**src/hdl/trace_level_trigger_defines.svh**
```systemverilog
// constants for the trace level trigger: register offsets, field positions, resets, limits
// assumes a 32-bit avalon-mm slave with word addressing in bytes
`ifndef TRACE_LEVEL_TRIGGER_DEFINES_SVH
`define TRACE_LEVEL_TRIGGER_DEFINES_SVH

// ****************************************
// register byte offsets
// ****************************************
`define OFS_VOLT_CTRL 6'h00
`define OFS_VOLT_LEVEL 6'h04
`define OFS_CURR_CTRL 6'h08
`define OFS_CURR_LEVEL 6'h0c
`define OFS_TRIG_OFFSET 6'h10
`define OFS_STATUS 6'h14
`define OFS_OUT_STATE 6'h18
`define OFS_BUF_CLEAR 6'h1c
`define OFS_IRQ_STATUS 6'h20
`define OFS_IRQ_ENABLE 6'h24
`define OFS_IRQ_CLEAR 6'h28
`define OFS_BUF_COUNT 6'h2c

// ****************************************
// field positions
// ****************************************
`define BIT_ENABLE 0
`define BIT_FALLING 1
`define BIT_SEEN 0
`define BIT_ARMED 1
`define IRQ_TRIGGER 0
`define IRQ_FULL 1
`define IRQ_WIDTH 2

// ****************************************
// resets and limits (millivolt, milliampere, points)
// ****************************************
`define VOLT_LEVEL_MAX 16'd20000
`define CURR_LEVEL_MAX 16'd6000
`define BUF_POINTS 12'd2500
`define LEVEL_RESET 16'h0000
`define OFFSET_RESET 12'h000
`define DEAD_DATA 32'hdead_beef

`endif

```
**src/hdl/trace_level_trigger_pkg.sv**
```systemverilog
// types shared by the trace level trigger files
// assumes the defines header sits beside it
package trace_level_trigger_pkg;

  // ****************************************
  // output state and clear engine states
  // ****************************************
  typedef enum logic [1:0] {
    OUT_OFF = 2'b00,
    OUT_ON = 2'b01,
    OUT_DISABLE = 2'b10
  } out_state_type;

  typedef enum logic [0:0] {
    ST_RUN = 1'b0,
    ST_WIPE = 1'b1
  } buf_state_type;

endpackage : trace_level_trigger_pkg

```
**src/hdl/trace_level_trigger.sv**
```systemverilog
// trace level trigger: voltage and current crossing, pretrigger offset, trace buffer, output state
// assumes an avalon-mm master on clk_sys and a sample source with one-cycle valid
//
// The placing of the registers and the Avalon-MM register port are this design's own decisions.
`timescale 1ns/1ps
`include "trace_level_trigger_defines.svh"
module trace_level_trigger
  import trace_level_trigger_pkg::*;
(
  input wire logic clk_sys,
  input wire logic rst,
  input wire logic [5:0] address,
  input wire logic read,
  input wire logic write,
  input wire logic [31:0] writedata,
  output logic [31:0] readdata,
  output logic waitrequest,
  input wire logic sampleValid,
  input wire logic [15:0] voltSample,
  input wire logic [15:0] currSample,
  output logic [1:0] outState,
  output logic triggerSeen,
  output logic irq
);

  // ****************************************
  // settings registers
  // ****************************************
  logic voltEnable_q;
  logic voltFalling_q;
  logic [15:0] voltLevel_q;
  logic currEnable_q;
  logic currFalling_q;
  logic [15:0] currLevel_q;
  logic [11:0] trigOffset_q;
  out_state_type outState_q;
  logic seen_q;
  logic [`IRQ_WIDTH-1:0] irqStatus_q;
  logic [`IRQ_WIDTH-1:0] irqEnable_q;
  logic [31:0] readdata_q;
  logic ack_q;
  logic irq_q;
  logic waitReq_q;

  // ****************************************
  // trace buffer
  // ****************************************
  logic [31:0] traceMem [0:2499];
  logic [11:0] wrPtr_q;
  logic [11:0] count_q;
  logic [11:0] wipePtr_q;
  buf_state_type bufState_q;

  // ****************************************
  // bus decode
  // ****************************************
  wire logic access = (read || write) && !ack_q;
  // write lands at the edge that sees waitrequest low
  wire logic wrStb = write && ack_q;
  wire logic hitVoltCtrl = address == `OFS_VOLT_CTRL;
  wire logic hitVoltLevel = address == `OFS_VOLT_LEVEL;
  wire logic hitCurrCtrl = address == `OFS_CURR_CTRL;
  wire logic hitCurrLevel = address == `OFS_CURR_LEVEL;
  wire logic hitOffset = address == `OFS_TRIG_OFFSET;
  wire logic hitOutState = address == `OFS_OUT_STATE;
  wire logic hitBufClear = address == `OFS_BUF_CLEAR;
  wire logic hitIrqEnable = address == `OFS_IRQ_ENABLE;
  wire logic hitIrqClear = address == `OFS_IRQ_CLEAR;
  wire logic wrVoltCtrl = wrStb && hitVoltCtrl;
  wire logic wrVoltLevel = wrStb && hitVoltLevel && writedata[15:0] <= `VOLT_LEVEL_MAX;
  wire logic wrCurrCtrl = wrStb && hitCurrCtrl;
  wire logic wrCurrLevel = wrStb && hitCurrLevel && writedata[15:0] <= `CURR_LEVEL_MAX;
  wire logic wrOffset = wrStb && hitOffset && writedata[11:0] <= `BUF_POINTS && writedata[31:12] == 20'h0;
  wire logic wrOutState = wrStb && hitOutState && writedata[1:0] != 2'b11;
  wire logic bufClear = wrStb && hitBufClear;
  wire logic settingsWrite = wrVoltCtrl || wrVoltLevel || wrCurrCtrl || wrCurrLevel || wrOffset;

  // ****************************************
  // crossing detection
  // ****************************************
  logic voltHit;
  logic currHit;
  wire logic wiping = bufState_q == ST_WIPE;
  wire logic rearm = settingsWrite || bufClear;

  level_crossing voltCross (
    .clk_sys(clk_sys),
    .rst(rst),
    .sampleValid(sampleValid),
    .sample(voltSample),
    .level(voltLevel_q),
    .enable(voltEnable_q),
    .falling(voltFalling_q),
    .rearm(rearm),
    .hit(voltHit)
  );

  level_crossing currCross (
    .clk_sys(clk_sys),
    .rst(rst),
    .sampleValid(sampleValid),
    .sample(currSample),
    .level(currLevel_q),
    .enable(currEnable_q),
    .falling(currFalling_q),
    .rearm(rearm),
    .hit(currHit)
  );

  wire logic fire = (voltHit || currHit) && !seen_q && !wiping;

  // ****************************************
  // logging and pretrigger discard
  // ****************************************
  wire logic logSample = sampleValid && !wiping && (seen_q || fire || trigOffset_q == 12'h000);
  wire logic [11:0] keepBefore = (count_q > trigOffset_q) ? count_q - trigOffset_q : 12'h000;
  wire logic [11:0] wrPtrNext = (wrPtr_q == `BUF_POINTS - 12'd1) ? 12'h000 : wrPtr_q + 12'd1;
  wire logic full = count_q == `BUF_POINTS;
  wire logic becameFull = logSample && count_q == `BUF_POINTS - 12'd1;
  wire logic [`IRQ_WIDTH-1:0] irqEvents = {becameFull, fire};

  // ****************************************
  // read mux
  // ****************************************
  wire logic [31:0] rdVal =
    hitVoltCtrl ? {30'h0, voltFalling_q, voltEnable_q} :
    hitVoltLevel ? {16'h0, voltLevel_q} :
    hitCurrCtrl ? {30'h0, currFalling_q, currEnable_q} :
    hitCurrLevel ? {16'h0, currLevel_q} :
    hitOffset ? {20'h0, trigOffset_q} :
    (address == `OFS_STATUS) ? {29'h0, wiping, !seen_q, seen_q} :
    hitOutState ? {30'h0, outState_q} :
    (address == `OFS_IRQ_STATUS) ? {30'h0, irqStatus_q} :
    hitIrqEnable ? {30'h0, irqEnable_q} :
    (address == `OFS_BUF_COUNT) ? {20'h0, count_q} :
    (hitBufClear || hitIrqClear) ? 32'h0 : `DEAD_DATA;

  // ****************************************
  // bus answer: one wait cycle then ack
  // ****************************************
  always_ff @(posedge clk_sys or posedge rst) begin
    if (rst) begin
      ack_q <= 1'b0;
      waitReq_q <= 1'b1;
      readdata_q <= 32'h0;
    end else begin
      ack_q <= access;
      waitReq_q <= !access;
      if (access && read) begin
        readdata_q <= rdVal;
      end
    end
  end

  assign waitrequest = waitReq_q;
  assign readdata = readdata_q;

  // ****************************************
  // trigger settings
  // ****************************************
  always_ff @(posedge clk_sys or posedge rst) begin
    if (rst) begin
      voltEnable_q <= 1'b0;
      voltFalling_q <= 1'b0;
      voltLevel_q <= `LEVEL_RESET;
      currEnable_q <= 1'b0;
      currFalling_q <= 1'b0;
      currLevel_q <= `LEVEL_RESET;
      trigOffset_q <= `OFFSET_RESET;
      outState_q <= OUT_OFF;
    end else begin
      if (wrVoltCtrl) begin
        voltEnable_q <= writedata[`BIT_ENABLE];
        voltFalling_q <= writedata[`BIT_FALLING];
      end
      if (wrVoltLevel) begin
        voltLevel_q <= writedata[15:0];
      end
      if (wrCurrCtrl) begin
        currEnable_q <= writedata[`BIT_ENABLE];
        currFalling_q <= writedata[`BIT_FALLING];
      end
      if (wrCurrLevel) begin
        currLevel_q <= writedata[15:0];
      end
      if (wrOffset) begin
        trigOffset_q <= writedata[11:0];
      end
      if (wrOutState) begin
        outState_q <= out_state_type'(writedata[1:0]);
      end
    end
  end

  // ****************************************
  // seen flag: fire wins over rewrite
  // ****************************************
  always_ff @(posedge clk_sys or posedge rst) begin
    if (rst) begin
      seen_q <= 1'b0;
    end else if (fire) begin
      seen_q <= 1'b1;
    end else if (rearm) begin
      seen_q <= 1'b0;
    end
  end

  // ****************************************
  // buffer pointers and wipe engine
  // ****************************************
  always_ff @(posedge clk_sys or posedge rst) begin
    if (rst) begin
      wrPtr_q <= 12'h000;
      count_q <= 12'h000;
      wipePtr_q <= 12'h000;
      bufState_q <= ST_RUN;
    end else begin
      case (bufState_q)
        ST_RUN: begin
          if (bufClear) begin
            bufState_q <= ST_WIPE;
            wipePtr_q <= 12'h000;
            wrPtr_q <= 12'h000;
            count_q <= 12'h000;
          end else if (logSample) begin
            wrPtr_q <= wrPtrNext;
            if (fire) begin
              count_q <= keepBefore + 12'd1;
            end else if (!full) begin
              count_q <= count_q + 12'd1;
            end
          end
        end
        ST_WIPE: begin
          if (wipePtr_q == `BUF_POINTS - 12'd1) begin
            bufState_q <= ST_RUN;
          end else begin
            wipePtr_q <= wipePtr_q + 12'd1;
          end
        end
        default: begin
          bufState_q <= ST_RUN;
        end
      endcase
    end
  end

  // trace memory write port, no reset on the array
  always_ff @(posedge clk_sys) begin
    if (wiping) begin
      traceMem[wipePtr_q] <= 32'h0;
    end else if (logSample) begin
      traceMem[wrPtr_q] <= {voltSample, currSample};
    end
  end

  // ****************************************
  // interrupts: set wins over clear
  // ****************************************
  always_ff @(posedge clk_sys or posedge rst) begin
    if (rst) begin
      irqStatus_q <= '0;
      irqEnable_q <= '0;
      irq_q <= 1'b0;
    end else begin
      irqStatus_q <= (irqStatus_q & ~((wrStb && hitIrqClear) ? writedata[`IRQ_WIDTH-1:0] : '0)) | irqEvents;
      if (wrStb && hitIrqEnable) begin
        irqEnable_q <= writedata[`IRQ_WIDTH-1:0];
      end
      irq_q <= |(irqStatus_q & irqEnable_q);
    end
  end

  // ****************************************
  // wipe length counter for the checks
  // ****************************************
  logic [11:0] wipeLen_q;

  always_ff @(posedge clk_sys or posedge rst) begin
    if (rst) begin
      wipeLen_q <= 12'h000;
    end else if (wiping) begin
      wipeLen_q <= wipeLen_q + 12'd1;
    end else begin
      wipeLen_q <= 12'h000;
    end
  end

  assign outState = outState_q;
  assign triggerSeen = seen_q;
  assign irq = irq_q;

  // ****************************************
  // assertions
  // ****************************************
  AST_VOLT_RESET_OFF: assert property (@(posedge clk_sys) $fell(rst) |-> !voltEnable_q)
    else $error("voltage enable not off after reset");
  AST_VOLT_LEVEL_RANGE: assert property (@(posedge clk_sys) disable iff (rst) voltLevel_q <= `VOLT_LEVEL_MAX)
    else $error("voltage level out of range");
  AST_VOLT_FIRE_DIR: assert property (@(posedge clk_sys) disable iff (rst)
    voltHit |-> (voltFalling_q ? voltSample < voltLevel_q : voltSample > voltLevel_q))
    else $error("voltage fire on wrong side");
  AST_CURR_LEVEL_RANGE: assert property (@(posedge clk_sys) disable iff (rst) currLevel_q <= `CURR_LEVEL_MAX)
    else $error("current level out of range");
  AST_CURR_ENABLE_GATE: assert property (@(posedge clk_sys) disable iff (rst) currHit |-> currEnable_q)
    else $error("current fire while disabled");
  AST_CURR_FIRE_DIR: assert property (@(posedge clk_sys) disable iff (rst)
    currHit |-> (currFalling_q ? currSample < currLevel_q : currSample > currLevel_q))
    else $error("current fire on wrong side");
  AST_OFFSET_RANGE: assert property (@(posedge clk_sys) disable iff (rst) trigOffset_q <= `BUF_POINTS)
    else $error("offset out of range");
  AST_DISCARD: assert property (@(posedge clk_sys) disable iff (rst)
    (fire && !bufClear && !wiping) |=> count_q == $past(keepBefore) + 12'd1)
    else $error("pretrigger discard wrong");
  AST_SEEN_SET: assert property (@(posedge clk_sys) disable iff (rst) fire |=> triggerSeen)
    else $error("seen flag not set");
  AST_OUT_CODE: assert property (@(posedge clk_sys) disable iff (rst) outState_q != 2'b11)
    else $error("illegal output state");
  AST_COUNT_MAX: assert property (@(posedge clk_sys) disable iff (rst) count_q <= `BUF_POINTS)
    else $error("count above buffer size");
  AST_WIPE_START: assert property (@(posedge clk_sys) disable iff (rst)
    (bufClear && !wiping) |=> wiping [*8])
    else $error("wipe did not start");
  AST_WIPE_LEN: assert property (@(posedge clk_sys) disable iff (rst)
    $fell(wiping) |-> wipeLen_q == `BUF_POINTS)
    else $error("wipe length wrong");
  AST_WIPE_BOUND: assert property (@(posedge clk_sys) disable iff (rst)
    wiping |-> wipeLen_q < `BUF_POINTS)
    else $error("wipe longer than buffer");
  AST_SEEN_HOLD: assert property (@(posedge clk_sys) disable iff (rst)
    (seen_q && !rearm) |=> seen_q)
    else $error("seen flag dropped");

  COV_VOLT_FIRE: cover property (@(posedge clk_sys) disable iff (rst) voltHit && fire);
  COV_CURR_FALL: cover property (@(posedge clk_sys) disable iff (rst) currHit && currFalling_q);
  COV_WIPE: cover property (@(posedge clk_sys) disable iff (rst) bufClear ##1 wiping);
  COV_IRQ: cover property (@(posedge clk_sys) disable iff (rst) $rose(irq));

endmodule : trace_level_trigger

```
**src/hdl/level_crossing.sv**
```systemverilog
// one channel of threshold crossing detection
// assumes samples arrive with a one-cycle valid strobe on clk_sys
`timescale 1ns/1ps
module level_crossing (
  input wire logic clk_sys,
  input wire logic rst,
  input wire logic sampleValid,
  input wire logic [15:0] sample,
  input wire logic [15:0] level,
  input wire logic enable,
  input wire logic falling,
  input wire logic rearm,
  output logic hit
);

  logic prevAbove_q;
  logic prevKnown_q;
  wire logic above = sample > level;
  wire logic below = sample < level;
  wire logic wasAbove = prevAbove_q;

  // crossing only from a known previous side
  assign hit = sampleValid && enable && prevKnown_q &&
               (falling ? (wasAbove && below) : (!wasAbove && above));

  always_ff @(posedge clk_sys or posedge rst) begin
    if (rst) begin
      prevAbove_q <= 1'b0;
      prevKnown_q <= 1'b0;
    end else if (rearm) begin
      prevKnown_q <= 1'b0;
    end else if (sampleValid) begin
      prevAbove_q <= above;
      prevKnown_q <= 1'b1;
    end
  end

endmodule : level_crossing

```
**config.mk**
```make
export PLATFORM = sky130hd
export DESIGN_NAME = trace_level_trigger
export DESIGN_NICKNAME = d
export VERILOG_FILES = /design/src/hdl/trace_level_trigger_pkg.sv /design/src/hdl/trace_level_trigger.sv /design/src/hdl/level_crossing.sv
export VERILOG_INCLUDE_DIRS = /design/src /design/src/hdl
export SDC_FILE = /design/constraint.sdc
export NUM_CORES = 1
export LEC_CHECK = 0
export ABC_AREA = 0
export BUFFER_PORTS_ARGS = -buffer_cell sky130_fd_sc_hd__buf_2
export CELL_PAD_IN_SITES_DETAIL_PLACEMENT = 0
export CELL_PAD_IN_SITES_GLOBAL_PLACEMENT = 1
export CORE_MARGIN = 3
export CORE_UTILIZATION = 45
export DETAILED_ROUTE_END_ITERATION = 8
export GPL_TIMING_DRIVEN = 0
export PLACE_DENSITY_LB_ADDON = 0.1
export SYNTH_ARGS = -nofsm -noshare
export SYNTH_HDL_FRONTEND = slang
export SYNTH_HIERARCHICAL = 1
export SYNTH_SLANG_ARGS = --single-unit
```
**constraint.sdc**
```tcl
create_clock -name clk_sys -period 8.55 [get_ports clk_sys]
set_clock_uncertainty 0.15 [all_clocks]
set_input_delay 0.855 -clock clk_sys [delete_from_list [all_inputs] [get_ports clk_sys]]
set_output_delay 0.855 -clock clk_sys [all_outputs]
set_load 0.05 [all_outputs]
```
Word-level counts from Yosys, hierarchy flattened. Index checks and enable logic that the tools add are counted.

Output and inout port bits: 37. Register bits after elaboration: 118. Input bits: 75. Logic and storage cells: 144.

Equal/unequal tests: 18. $lt $le $gt $ge: 8. Reduce and logical (&&, ||, !) cells: 58. Bitwise logic cells: 6. Add/subtract/negate cells: 4. Muxes and demuxes: 29.

Operator list (number): 2-to-1 mux 32 bit (11); 2-to-1 mux 12 bit (7); adder 12 x 1 -> 12 bit, second input constant (3); equality test 12 bit, second input constant (3); > comparator 16 bit (2); logical AND 1 bit (32); < comparator 16 bit (2); equality test 6 x 5 -> 1 bit, second input constant (4); equality test 6 bit, second input constant (4); case mux 12 bit (2 select lines) (1); logical NOT 20 bit (1); less-or-equal comparator 16 x 13 -> 1 bit, second input constant (1); less-or-equal comparator 16 x 15 -> 1 bit, second input constant (1); equality test 6 x 4 -> 1 bit, second input constant (2); > comparator 12 bit (1); less-or-equal comparator 12 bit, second input constant (1); logical NOT 12 bit (1); subtractor 12 bit (1); logical OR 1 bit (10); 2-to-1 mux 1 bit (8); equality test 6 x 3 -> 1 bit, second input constant (1); logical NOT 1 bit (6); logical NOT 6 bit (1); inequality test 2 bit, second input constant (3); 11 further kinds (16).

Longest topological paths before layout. Gate-level depths: netlist (run 1).

Word-level depth: 13. Gate-level depth with buffers: 18. Depth with buffers taken out: 17.

Hierarchy. Netlist (run 1), hierarchy kept.

By module, submodules not included: trace_level_trigger (area an instance 6133.4 um2, seq. area each 2503.7 um2, cells each 656, instances 1); level_crossing (area an instance 528.0 um2, seq. area each 50.0 um2, cells each 67, instances 2).

Worst setup path before layout (run 1). Ideal clock, no wire load.

Path kind: input-to-reg. Start: input currSample[1]. End: register count_q[10]. Required time: 8274 ps. Arrival: 4510 ps. Library setup time: 126 ps. Cell stages on the path: 17. Setup slack: 3765 ps. Cell sequence: ha_1 > nor2b_1 > o211ai_2 > a2111oi_2 > nor4_2 > mux2_4 > nor2_1 > or3_4 > or4_4 > a21oi_1 > buf_2 > a22o_1 > ha_1 > o21a_1 > nand2_1 > or3_1 > a221o_1.

Cells in the longest elaborated chain, start to end: 12.

Ends and longest elaborated chain: start: declaration (RTL line trace_level_trigger.sv:20) `input wire logic [15:0] currSample,`; > comparator 16 bit or < comparator 16 bit (tied branches) (RTL line level_crossing.sv:18, level_crossing.sv:19); logical AND 1 bit (RTL line level_crossing.sv:24) `(falling ? (wasAbove && below) : (!wasAbove && above));`; 2-to-1 mux 1 bit (*) (RTL line level_crossing.sv:24); logical AND 1 bit (*) (RTL line level_crossing.sv:23) `assign hit = sampleValid && enable && prevKnown_q &&`; net currHit (RTL line trace_level_trigger.sv:82) `logic currHit;`; logical OR 1 bit (*) (RTL line trace_level_trigger.sv:110) `wire logic fire = (voltHit || currHit) && !seen_q && !wiping;`; logical AND 1 bit (*) (2 in series) (RTL line trace_level_trigger.sv:110); logical OR 1 bit (2 in series) (RTL line trace_level_trigger.sv:115) `wire logic logSample = sampleValid && !wiping && (seen_q || fire || trigOffset_q == 12'h000);`; logical AND 1 bit (RTL line trace_level_trigger.sv:115); nonzero test 2 bit (no line); AND reduction 3 bit (no line); end signal: assignment (RTL line trace_level_trigger.sv:228) `count_q <= keepBefore + 12'd1;`; end signal: assignment (RTL line trace_level_trigger.sv:230) `count_q <= count_q + 12'd1;`; end: declaration (RTL line trace_level_trigger.sv:50) `logic [11:0] count_q;`.

The timed path passes the listed nets; every way through them passes the cells marked *. The select of a mux whose other input is x is not followed. A chain may end at the register's enable or synchronous reset.

Final worst setup path (run 1).
Start: input voltSample[1]. End: register count_q[10].

Cells in the longest elaborated chain, start to end: 12.

Ends and longest elaborated chain: start: declaration (RTL line trace_level_trigger.sv:19) `input wire logic [15:0] voltSample,`; > comparator 16 bit or < comparator 16 bit (tied branches) (RTL line level_crossing.sv:18, level_crossing.sv:19); logical AND 1 bit (RTL line level_crossing.sv:24); 2-to-1 mux 1 bit (*) (RTL line level_crossing.sv:24); logical AND 1 bit (*) (RTL line level_crossing.sv:23); net voltHit (RTL line trace_level_trigger.sv:81) `logic voltHit;`; logical OR 1 bit (*) (RTL line trace_level_trigger.sv:110); logical AND 1 bit (*) (2 in series) (RTL line trace_level_trigger.sv:110); logical OR 1 bit (2 in series) (RTL line trace_level_trigger.sv:115); logical AND 1 bit (RTL line trace_level_trigger.sv:115); nonzero test 2 bit (no line); AND reduction 3 bit (no line).

Marked as above.

==> results_dict.tcl, run 1 <==
set metrics [dict create \
    layout-drive-gt1-share_pct 23.2 \
    synth_ff_type "dfrtp_1" \
    ys_ff_latch 104 \
    synth-edff-count 0 \
    grt_use_met3_pct 4.47 \
    grt_start_max_net_pins 59 \
    start_util_pct 46.6 \
    grt_pass1_vias 6487 \
    hold_path.class "input pin to async pin" \
    firstDrtPassIters 5 \
    area.growth.synth_to_final_pct 15.6 \
    grtUsageMet1_pct 31.8 \
    rr_worst_depth 18 \
    path_buf_inv 3 \
    dp_slack_ns 2.85 \
    avgViaCountPerCell 5.77 \
    setup_violations 0 \
    arrival_ns 5.49 \
    min_period_ns 5.41 \
    path_delay_family "simple AND/OR/NAND/NOR gates" \
    cp.required_ns 8.63 \
    synth_cells 790 \
    fin_nets 1031 \
    slowest_delay_ns 0.51 \
    antenna_found_initial 0 \
    io_buffer_count 103 \
    syn-cell-area_um2 7190 \
    cts-root-buf "clkbuf_16" \
    synth-async-reset-ratio_pct 100 \
    crit_type "input pin to flip-flop" \
    cap_violations 0 \
    cp-end-kind "flip-flop" \
    status "finished clean" \
    cts_max_path_buffers 2 \
    yosysTopAreaCell "dfrtp_1" \
    period_share_pct 63.2 \
    h-tree-depth 3 \
    grt_most_used_layer "met2" \
    crit_fanout 10 \
    wl_um 21400 \
    dieArea_um2 17500 \
    diodes 0 \
    rrSetupSlack_ns 3.30 \
    final_cell_mix "104 x buf_2, 103 x dfrtp_1, 64 x nand2_1, 61 x inv_1, 56 x nor2_1" \
    crit_slowest_cell "nor4_2" \
    r2r-end "count_q[10]$_DFFE_PP0P_" \
    clock_latency_ns 0.36 \
    rows 45 \
    worst_slack_ns 3.14 \
    tightest_slew_ns 1.18 \
    die_h_um 132 \
    tritoncts "built" \
    io_pins 112 \
    final_common_cell "buf_2" \
    power_density_nw_per_um2 147 \
    fin_setup_tns_ns 0 \
    drc 0 \
    numClockSinks 104 \
    place_congestion 0.907 \
    cts-resized-gates 0 \
    grt_pass1_wl_um 34300 \
    grt_use_total_pct 24.3 \
    hold_violations 0 \
    numCtsBuffers 9 \
    cts_hold_buf 0 \
    p_leak_nw 3.75 \
    ys_seq_area_share_pct 36.2 \
    cts_setup_buffers 0 \
    dr_total_vias 6488 \
    r2r_start "voltLevel_q[1]$_DFFE_PP0P_" \
    synth_area_per_cell_um2 9.10 \
    die_x_um 132 \
    clk_pin_slew_ns 0.07 \
    crit_chain "buf_2 > ha_1 > nor2b_1 > o211ai_2 > a2111oi_2 > nor4_2 > mux2_4 > nor2_1 > or3_4 > clkbuf_1 > clkbuf_1 > nand2_1 > o21ai_0 > ha_1 > o21a_1 > nand2_1 > or3_1 > a221o_1" \
    coreArea_um2 15400 \
    slew_headroom_pct 20.9 \
    use_met2_pct 40.8 \
    yosys_warnings 6 \
    max-vdd-ir-drop_v 0.0000940 \
    drtIter0Drc 333 \
    grt.overflow.total 0 \
    yosys.area.top_type_share_pct 35.9 \
    start_kind "input pin" \
    hpwl_um 17000 \
    ys_top_cells_by_area "dfrtp_1 36%, mux2_2 8.5%, ha_1 8.0%" \
    max_freq_mhz 185 \
    wire_per_inst_um 19.0 \
    rsz0062_at_grt "no" \
    drv_slew 0 \
    detail-route-antenna-nets 0 \
    synth.distinct_cells 74 \
]
-- routing by layer --
metal / up-vias / share of wire (%)
met2: 194 / 49
met1: 3141 / 44
met5: - / 0
li1: 3109 / -
met4: 0 / 2.7
met3: 44 / 5.1
-- cells in the mapped netlist (all sizes together), types with 8 or more instances --
master / number
nand4: 16
a211oi: 8
o21ai: 36
buf: 20
nand3: 23
nor3: 25
nand2b: 9
a22o: 8
nor2: 56
mux2: 56
a221oi: 11
a21o: 9
dfrtp: 103
and2: 8
a21oi: 48
nor4: 21
inv: 62
xnor2: 10
nor2b: 10
ha: 46
o31ai: 18
nand2: 65
clkbuf: 28
-- final cells by class --
class / count / area [um2]
Multi-Input combinational cell: 580 / 4120
Timing Repair Buffer: 104 / 543
Inverter: 62 / 235
Clock buffer: 13 / 250
Tap cell: 211 / 264
Sequential cell: 104 / 2600
Buffer: 48 / 245
Clock inverter: 3 / 43.8
Fill cell: 1495 / 7120
-- report_power, final --
group	switching (mW)	internal (mW)	leakage (nW)	total, mW
Combinational	0.180	0.0786	2.25	0.259
Clock	0.188	0.236	0.144	0.424
Sequential	0.0212	0.516	1.35	0.538
Total	0.390	0.831	3.75	1.22
-- logic make-up (layout without fill, tap and decap cells) --
group / after synthesis / after routing / synth area share, %
compound gates: 186 / 186 / 18.3
flops: 104 / 104 / 36.2
fa+ha+maj: 47 / 47 / 8.28
mux: 63 / 63 / 9.85
buf+inv: 110 / 230 / 6.65
simple gates: 262 / 262 / 18.6
xor+xnor: 17 / 17 / 2.07
other cells: 1 / 5 / 0.0522
-- worst max path at each step --
stage / startpoint / endpoint / cells past startpoint
4_1_cts: currSample[15] / count_q[10]$_DFFE_PP0P_ / 17
6_report: voltSample[1] / count_q[10]$_DFFE_PP0P_ / 18
5_1_grt: currSample[11] / count_q[10]$_DFFE_PP0P_ / 17
3_5_place_dp: currSample[15] / count_q[10]$_DFFE_PP0P_ / 17
2_1_floorplan: currSample[1] / count_q[10]$_DFFE_PP0P_ / 17
3_3_place_gp: currSample[11] / count_q[10]$_DFFE_PP0P_ / 17
-- through the flow --
stage          utilization [%]  hold slack (ns)  cell area [um2]  power, mW  cells
6_report                  53.9            0.235             8310       1.22   1125
4_1_cts                   53.9            0.228             8310       1.23   1125
3_5_place_dp              51.9            0.319             8010      0.808   1109
3_3_place_gp              51.8            0.309             7980      0.800   1108
5_1_grt                   53.9            0.228             8310       1.27   1125
2_1_floorplan                -            0.313             7200      0.725    794
-- state kept, by name, indices dropped and copies added (netlist names), 2 cells and up --
| register | cells |
|---|---|
| readdata | 17 |
| irqEnable_q | 2 |
| voltLevel_q | 16 |
| trigOffset_q | 12 |
| currLevel_q | 16 |
| count_q | 12 |
| outState | 2 |
| irqStatus_q | 2 |
| wipePtr_q | 12 |
No activity file was read; power rests on OpenSTA's default activity.
==> inputs of run 2 (changes only) <==
--- a/config.mk
+++ b/config.mk
@@ -6,12 +6,12 @@
 export SDC_FILE = /design/constraint.sdc
 export NUM_CORES = 1
 export LEC_CHECK = 0
-export ABC_AREA = 0
+export ABC_AREA = 1
 export BUFFER_PORTS_ARGS = -buffer_cell sky130_fd_sc_hd__buf_2
 export CELL_PAD_IN_SITES_DETAIL_PLACEMENT = 0
 export CELL_PAD_IN_SITES_GLOBAL_PLACEMENT = 1
 export CORE_MARGIN = 3
-export CORE_UTILIZATION = 45
+export CORE_UTILIZATION = 42
 export DETAILED_ROUTE_END_ITERATION = 8
 export GPL_TIMING_DRIVEN = 0
 export PLACE_DENSITY_LB_ADDON = 0.1
==> constraint.sdc (replaced) <==
create_clock -name clk_sys -period 5.5 [get_ports clk_sys]
set_clock_uncertainty 0.15 [all_clocks]
set_input_delay 0.55 -clock clk_sys [delete_from_list [all_inputs] [get_ports clk_sys]]
set_output_delay 0.55 -clock clk_sys [all_outputs]
set_load 0.05 [all_outputs]
==> run 2 against run 1 <==
  * Register-to-register slack lost 1.5 ns
  * Die area grew 9.0%
  * Combinational power grew 73%
  * Critical path type is now flip-flop to flip-flop
==> results_dict.tcl, run 2 <==
set metrics [dict create \
    status "finished clean" \
    rows 47 \
    synth-async-reset-ratio_pct 100 \
    fill_cells 1719 \
    yosysTopAreaCell "dfrtp_1" \
    syn-cell-area_um2 7340 \
    grt_pass1_vias 6553 \
    clock_latency_ns 0.36 \
    rsz0062_at_grt "no" \
    intPower_mw 1.31 \
    die_h_um 138 \
    numClockSinks 104 \
    dieArea_um2 19100 \
    drtIter0Drc 544 \
    r2r-end "count_q[6]$_DFFE_PP0P_" \
    cts_setup_buffers 0 \
    synth_simple_gate_area_share_pct 30.6 \
    clk_pin_slew_ns 0.08 \
    die_x_um 138 \
    p_leak_nw 4.41 \
    wire_per_inst_um 15.8 \
    max_freq_mhz 271 \
    rr_worst_depth 21 \
    final_cell_mix "284 x nand2_1, 153 x inv_1, 108 x buf_2, 103 x dfrtp_1, 74 x nor2_1" \
    detail-route-antenna-nets 0 \
    setup_violations 0 \
    cap_violations 0 \
    p_seq_share_pct 42.2 \
    coreArea_um2 16800 \
    switching_share_pct 34.2 \
    wl_um 21500 \
    tritoncts "built" \
    cts_max_path_buffers 2 \
    cts_hold_buf 1 \
    cts-root-buf "clkbuf_16" \
    start_util_pct 43.7 \
    min_period_ns 3.69 \
    layout-drive-gt1-share_pct 18.7 \
    ys_seq_area_share_pct 35.5 \
    grt_start_max_net_pins 68 \
    yosys.area.top_type_share_pct 35.1 \
    hold_depth 3 \
    synth_xor_area_share_pct 0.477 \
    synthAdderAreaFrac_pct 8.11 \
    drv_slew 0 \
    hpwl_um 17100 \
    drc 0 \
    rrSetupSlack_ns 1.81 \
    largest_reg_flops 17 \
    hold_path.class "input pin to flip-flop" \
    cp.required_ns 5.59 \
    synth-edff-count 0 \
    fin_cells 1362 \
    cts-resized-gates 0 \
    r2r_start "voltLevel_q[15]$_DFFE_PP0P_" \
    synth_cells 1014 \
    synth_ff_type "dfrtp_1" \
    yosys_warnings 6 \
    cp-end-kind "flip-flop" \
    synth.most_common_cell "nand2_1" \
    io_buffer_count 106 \
    clockPowerShare_pct 35.2 \
    slew_headroom_pct 54.9 \
    final_common_cell "nand2_1" \
    area.growth.synth_to_final_pct 16.0 \
    hold_violations 0 \
    synth.cells.most_frequent "284 x nand2_1, 154 x inv_1, 103 x dfrtp_1" \
    grt_use_total_pct 22.7 \
    synth_top_family_by_area "simple AND/OR/NAND/NOR gates" \
    diodes 0 \
    max-vdd-ir-drop_v 0.000237 \
    antenna_found_initial 0 \
    place_congestion 0.892 \
    synth_area_per_cell_um2 7.24 \
    dr_total_vias 6907 \
    tightest_slew_ns 0.677 \
    grt_pass1_wl_um 34900 \
    power_switching_uw 680 \
    fin_setup_tns_ns 0 \
    grt.overflow.total 0 \
    ys_ff_latch 104 \
    whs_endpoint "currEnable_q$_DFFE_PP0P_" \
    crit_fanout 9 \
    firstDrtPassIters 5 \
    synth_compound_area_share_pct 14.1 \
    power_frac_comb_pct 22.6 \
    ys_top_cells_by_area "dfrtp_1 35%, nand2_1 15%, inv_1 7.9%" \
    start_kind "flip-flop" \
    arrival_ns 3.78 \
    period_share_pct 67.1 \
    avgViaCountPerCell 5.07 \
    fin_nets 1259 \
    hold_ws_ns 0.282 \
    power_density_nw_per_um2 233 \
    hp-start "writedata[0]" \
    h-tree-depth 3 \
    dp_cells 1345 \
    synthMuxAreaShare_pct 0 \
    io_pins 112 \
    numCtsBuffers 9 \
    synth.distinct_cells 54 \
    crit_type "flip-flop to flip-flop" \
]
[run 2: power by group through the flow]
stage	combinational, mW	sequential (mW)	clock, mW
final	0.449	0.838	0.700
after detailed placement	0.451	0.853	0
after global placement	0.446	0.852	0
after floorplan	0.225	0.948	0
after CTS	0.452	0.838	0.711
after global routing	0.486	0.845	0.744
[run 2: worst max-delay path: stages, from the launching register on]
cell,delay (ns)
dfrtp_1,0.38
inv_1,0.05
ha_1,0.30
a21oi_1,0.17
o21ai_0,0.12
a21oi_2,0.22
nand3b_1,0.14
a21oi_2,0.15
nor2_1,0.08
nor3_2,0.34
nand2_1,0.12
inv_2,0.16
nand2_1,0.09
inv_1,0.12
nand2_1,0.08
nand2_2,0.11
ha_1,0.17
nand2_1,0.10
nor2_4,0.18
nand2_1,0.09
o21ai_0,0.16
o21ai_1,0.08
[run 2: final cells by class]
class / instances / area, um2 / area share (%)
multi-input cells: 722 / 3930 / 46.2
flip-flops and latches: 104 / 2600 / 30.6
inverters: 162 / 611 / 7.17
repair buffers: 108 / 568 / 6.67
well taps: 220 / 275 / 3.23
clock buffers: 10 / 239 / 2.81
plain buffers: 30 / 213 / 2.50
clock inverters: 6 / 73.8 / 0.867
[run 2: cells by family (layout without fill, tap and decap cells)]
kind of cell / count (synthesis) / after routing
AOI/OAI and AO/OA: 169 / 169
xor gates and xnor gates: 4 / 4
adders and majority gates: 47 / 47
buffers and inverters: 192 / 316
DFF: 104 / 104
other: 1 / 5
and+or+nand+nor: 497 / 497
[run 2: worst max-delay path by stage]
stage                           startpoint                      end  slack, ns  depth (start not counted)
2_1_floorplan                          rst          ack_q$_DFF_PP0_       2.18                          1
3_3_place_gp                           rst  readdata[9]$_DFFE_PP0P_       0.74                          2
3_5_place_dp                currSample[15]   count_q[6]$_DFFE_PP0P_       1.57                         21
4_1_cts        voltLevel_q[15]$_DFFE_PP0P_   count_q[6]$_DFFE_PP0P_       1.81                         21
5_1_grt         currLevel_q[3]$_DFFE_PP0P_   count_q[6]$_DFFE_PP0P_       1.32                         23
6_report       voltLevel_q[15]$_DFFE_PP0P_   count_q[6]$_DFFE_PP0P_       1.81                         21
[run 2: through the flow]
stage	total power, mW	util (%)	setup WS (ns)	cell area [um2]
floorplan	1.17	-	2.18	7360
global placement	1.30	48.5	0.739	8160
detailed placement	1.30	48.7	1.57	8190
CTS	2.00	50.6	1.81	8520
global route	2.07	50.6	1.32	8520
finish	1.99	50.6	1.81	8520
[run 2: layer usage]
| metal | vias to the layer above | global-route usage (%) | wire length, um |
|---|---|---|---|
| met5 | - | 0 | 0 |
| met4 | 0 | 5.30 | 274 |
| met3 | 20 | 3.35 | 1160 |
| met2 | 175 | 33.7 | 9240 |
| met1 | 3183 | 35.1 | 10800 |
| li1 | 3529 | - | - |
==> inputs of run 3 (changes only) <==
--- a/config.mk
+++ b/config.mk
@@ -6,12 +6,12 @@
 export SDC_FILE = /design/constraint.sdc
 export NUM_CORES = 1
 export LEC_CHECK = 0
-export ABC_AREA = 1
+export ABC_AREA = 0
 export BUFFER_PORTS_ARGS = -buffer_cell sky130_fd_sc_hd__buf_2
 export CELL_PAD_IN_SITES_DETAIL_PLACEMENT = 0
 export CELL_PAD_IN_SITES_GLOBAL_PLACEMENT = 1
 export CORE_MARGIN = 3
-export CORE_UTILIZATION = 42
+export CORE_UTILIZATION = 44
 export DETAILED_ROUTE_END_ITERATION = 8
 export GPL_TIMING_DRIVEN = 0
 export PLACE_DENSITY_LB_ADDON = 0.1
==> constraint.sdc (replaced) <==
create_clock -name clk_sys -period 3.4 [get_ports clk_sys]
set_clock_uncertainty 0.15 [all_clocks]
set_input_delay 0.34 -clock clk_sys [delete_from_list [all_inputs] [get_ports clk_sys]]
set_output_delay 0.34 -clock clk_sys [all_outputs]
set_load 0.05 [all_outputs]
==> run 3 against run 2 <==
  * First-iteration DRC count fell by 18%
  * Die area fell by 6.3%
  * Highest routed layer unchanged
  * The run now ends with setup timing left
  * Final cell count fell by 12%
  * Worst setup slack got worse by 2.8 ns
  * Largest power group unchanged
  * Critical path depth fell by 4
  * Fmax fell by 16%
  * Largest cell class unchanged
  * Via count fell by 0.45%
  * Worst hold slack got worse by 0.16 ns
==> results_dict.tcl, run 3 (synthesis gave the netlist of run 1 again) <==
set metrics [dict create \
    largest_reg_flops 17 \
    avgViaCountPerCell 5.73 \
    grt_pass1_wl_um 36200 \
    dieArea_um2 17900 \
    cap_violations 0 \
    numClockSinks 104 \
    r2r-end "count_q[10]$_DFFE_PP0P_" \
    start_util_pct 45.1 \
    switching_share_pct 32.3 \
    violations "setup timing" \
    grt.overflow.total 0 \
    tritoncts "built" \
    cts-root-buf "clkbuf_16" \
    max-vdd-ir-drop_v 0.000266 \
    rr_worst_depth 17 \
    dr_total_vias 6876 \
    h-tree-depth 3 \
    p_leak_nw 4.26 \
    area.growth.synth_to_final_pct 30.9 \
    diodes 0 \
    grt_pass1_vias 6876 \
    hpwl_um 17300 \
    r2r_start "currLevel_q[11]$_DFFE_PP0P_" \
    wl_um 22900 \
    dp_cells 1114 \
    slew_headroom_pct 9.11 \
    rows 46 \
    hold_ws_ns 0.122 \
    numCtsBuffers 9 \
    place_congestion 0.958 \
    met3WireLength_um 946 \
    power_switching_mw 1.02 \
    final_cell_mix "103 x dfrtp_1, 103 x buf_2, 72 x buf_4, 62 x nand2_1" \
    io_buffer_count 103 \
    rsz0062_at_grt "yes" \
    worst_slack_ns -0.989 \
    power_mw 3.15 \
    fin_cells 1199 \
    start_kind "flip-flop" \
    intPower_mw 2.13 \
    fin_nets 1101 \
    setup_violations 12 \
    die_h_um 134 \
    detail-route-antenna-nets 0 \
    crit_fanout 5 \
    arrival_ns 4.47 \
    wire_per_inst_um 19.1 \
    power_density_nw_per_um2 335 \
    cp-startpoint "currLevel_q[11]$_DFFE_PP0P_" \
    cp.required_ns 3.48 \
    clk_pin_slew_ns 0.07 \
    antenna_found_initial 0 \
    rrSetupSlack_ns -0.99 \
    grt_start_max_net_pins 56 \
    period_share_pct 129 \
    crit_path_end "count_q[10]$_DFFE_PP0P_" \
    drv_slew 0 \
    hold_violations 0 \
    p_seq_share_pct 43.0 \
    crit_type "flip-flop to flip-flop" \
    clock_latency_ns 0.35 \
    drc 0 \
    io_pins 112 \
    power_frac_comb_pct 23.0 \
    grt_use_total_pct 25.0 \
    die_x_um 134 \
    status "finished, violations left" \
    cp-end-kind "flip-flop" \
    clockPowerShare_pct 34.0 \
    top_layer_used "met4" \
    hold_path.class "input pin to flip-flop" \
    tightest_slew_ns 1.35 \
    layout-drive-gt1-share_pct 34.8 \
    firstDrtPassIters 5 \
    cts_max_path_buffers 2 \
    max_freq_mhz 228 \
    min_period_ns 4.39 \
    wl_met1_um 9730 \
    drtIter0Drc 447 \
    wl_met2_um 11600 \
    coreArea_um2 15900 \
]
==> run 3: what timing repair did <==
action                                 CTS  global route
buffers inserted                        50            20
hold buffers                             1             0
gates resized for setup                 50            44
pin swaps                               21            27
endpoints found under the hold margin   49             0
setup endpoints to repair               14            14
==> run 3: worst min-delay path by stage <==
stage | start | to | cells past startpoint
global placement | rst | currCross/prevAbove_q$_DFFE_PP0P_ | 2
detailed placement | rst | currCross/prevKnown_q$_DFFE_PP0P_ | 2
finish | writedata[12] | voltLevel_q[12]$_DFFE_PP0P_ | 2
floorplan | rst | currCross/prevAbove_q$_DFFE_PP0P_ | 1
CTS | writedata[12] | voltLevel_q[12]$_DFFE_PP0P_ | 2
global route | writedata[12] | voltLevel_q[12]$_DFFE_PP0P_ | 2
==> run 3: layout make-up <==
cell class,count,area (um2)
clock buffer,10,239
sequential,104,2600
buffer,48,299
fill,1423,6530
clock inverter,5,68.8
multi-input combinational,580,4580
inverter,62,235
timing repair buffer,174,1110
tap,216,270
==> run 3: power by group through the flow <==
stage                     Combinational, mW  Sequential (mW)  Clock (mW)
after global routing                  0.778             1.36        1.14
after floorplan                       0.320             1.50           0
final                                 0.723             1.35        1.07
after detailed placement              0.657             1.38           0
after CTS                             0.701             1.35        1.09
after global placement                0.639             1.37           0
==> run 3: worst max-delay path, stage by stage, from the launching register on <==
cell,delay (ns)
dfrtp_1,0.39
inv_2,0.07
ha_4,0.27
nand4_1,0.10
buf_6,0.15
a2111oi_4,0.38
nor4_4,0.09
mux2_4,0.23
nor2_4,0.05
or3_4,0.35
or4_4,0.58
a21o_4,0.24
o21ai_4,0.18
ha_4,0.16
o21a_4,0.14
nand2_4,0.06
or3_4,0.37
a221o_1,0.30
==> run 3: metal layers <==
layer	track usage (%)	vias up
met2	44.7	233
met5	0	-
li1	-	3256
met3	3.38	41
met1	31.9	3346
met4	6.91	0
==> run 3: metrics by stage <==
stage | utilization [%] | area, um2 | setup WS, ns | TNS, ns
global route | 59.0 | 9410 | -1.13 | -11.29
floorplan | - | 7250 | -0.777 | -3.81
finish | 59.0 | 9410 | -0.989 | -9.28
global placement | 50.4 | 8030 | -1.45 | -96.95
detailed placement | 50.6 | 8060 | -1.50 | -13.70
CTS | 56.8 | 9060 | -0.974 | -7.89
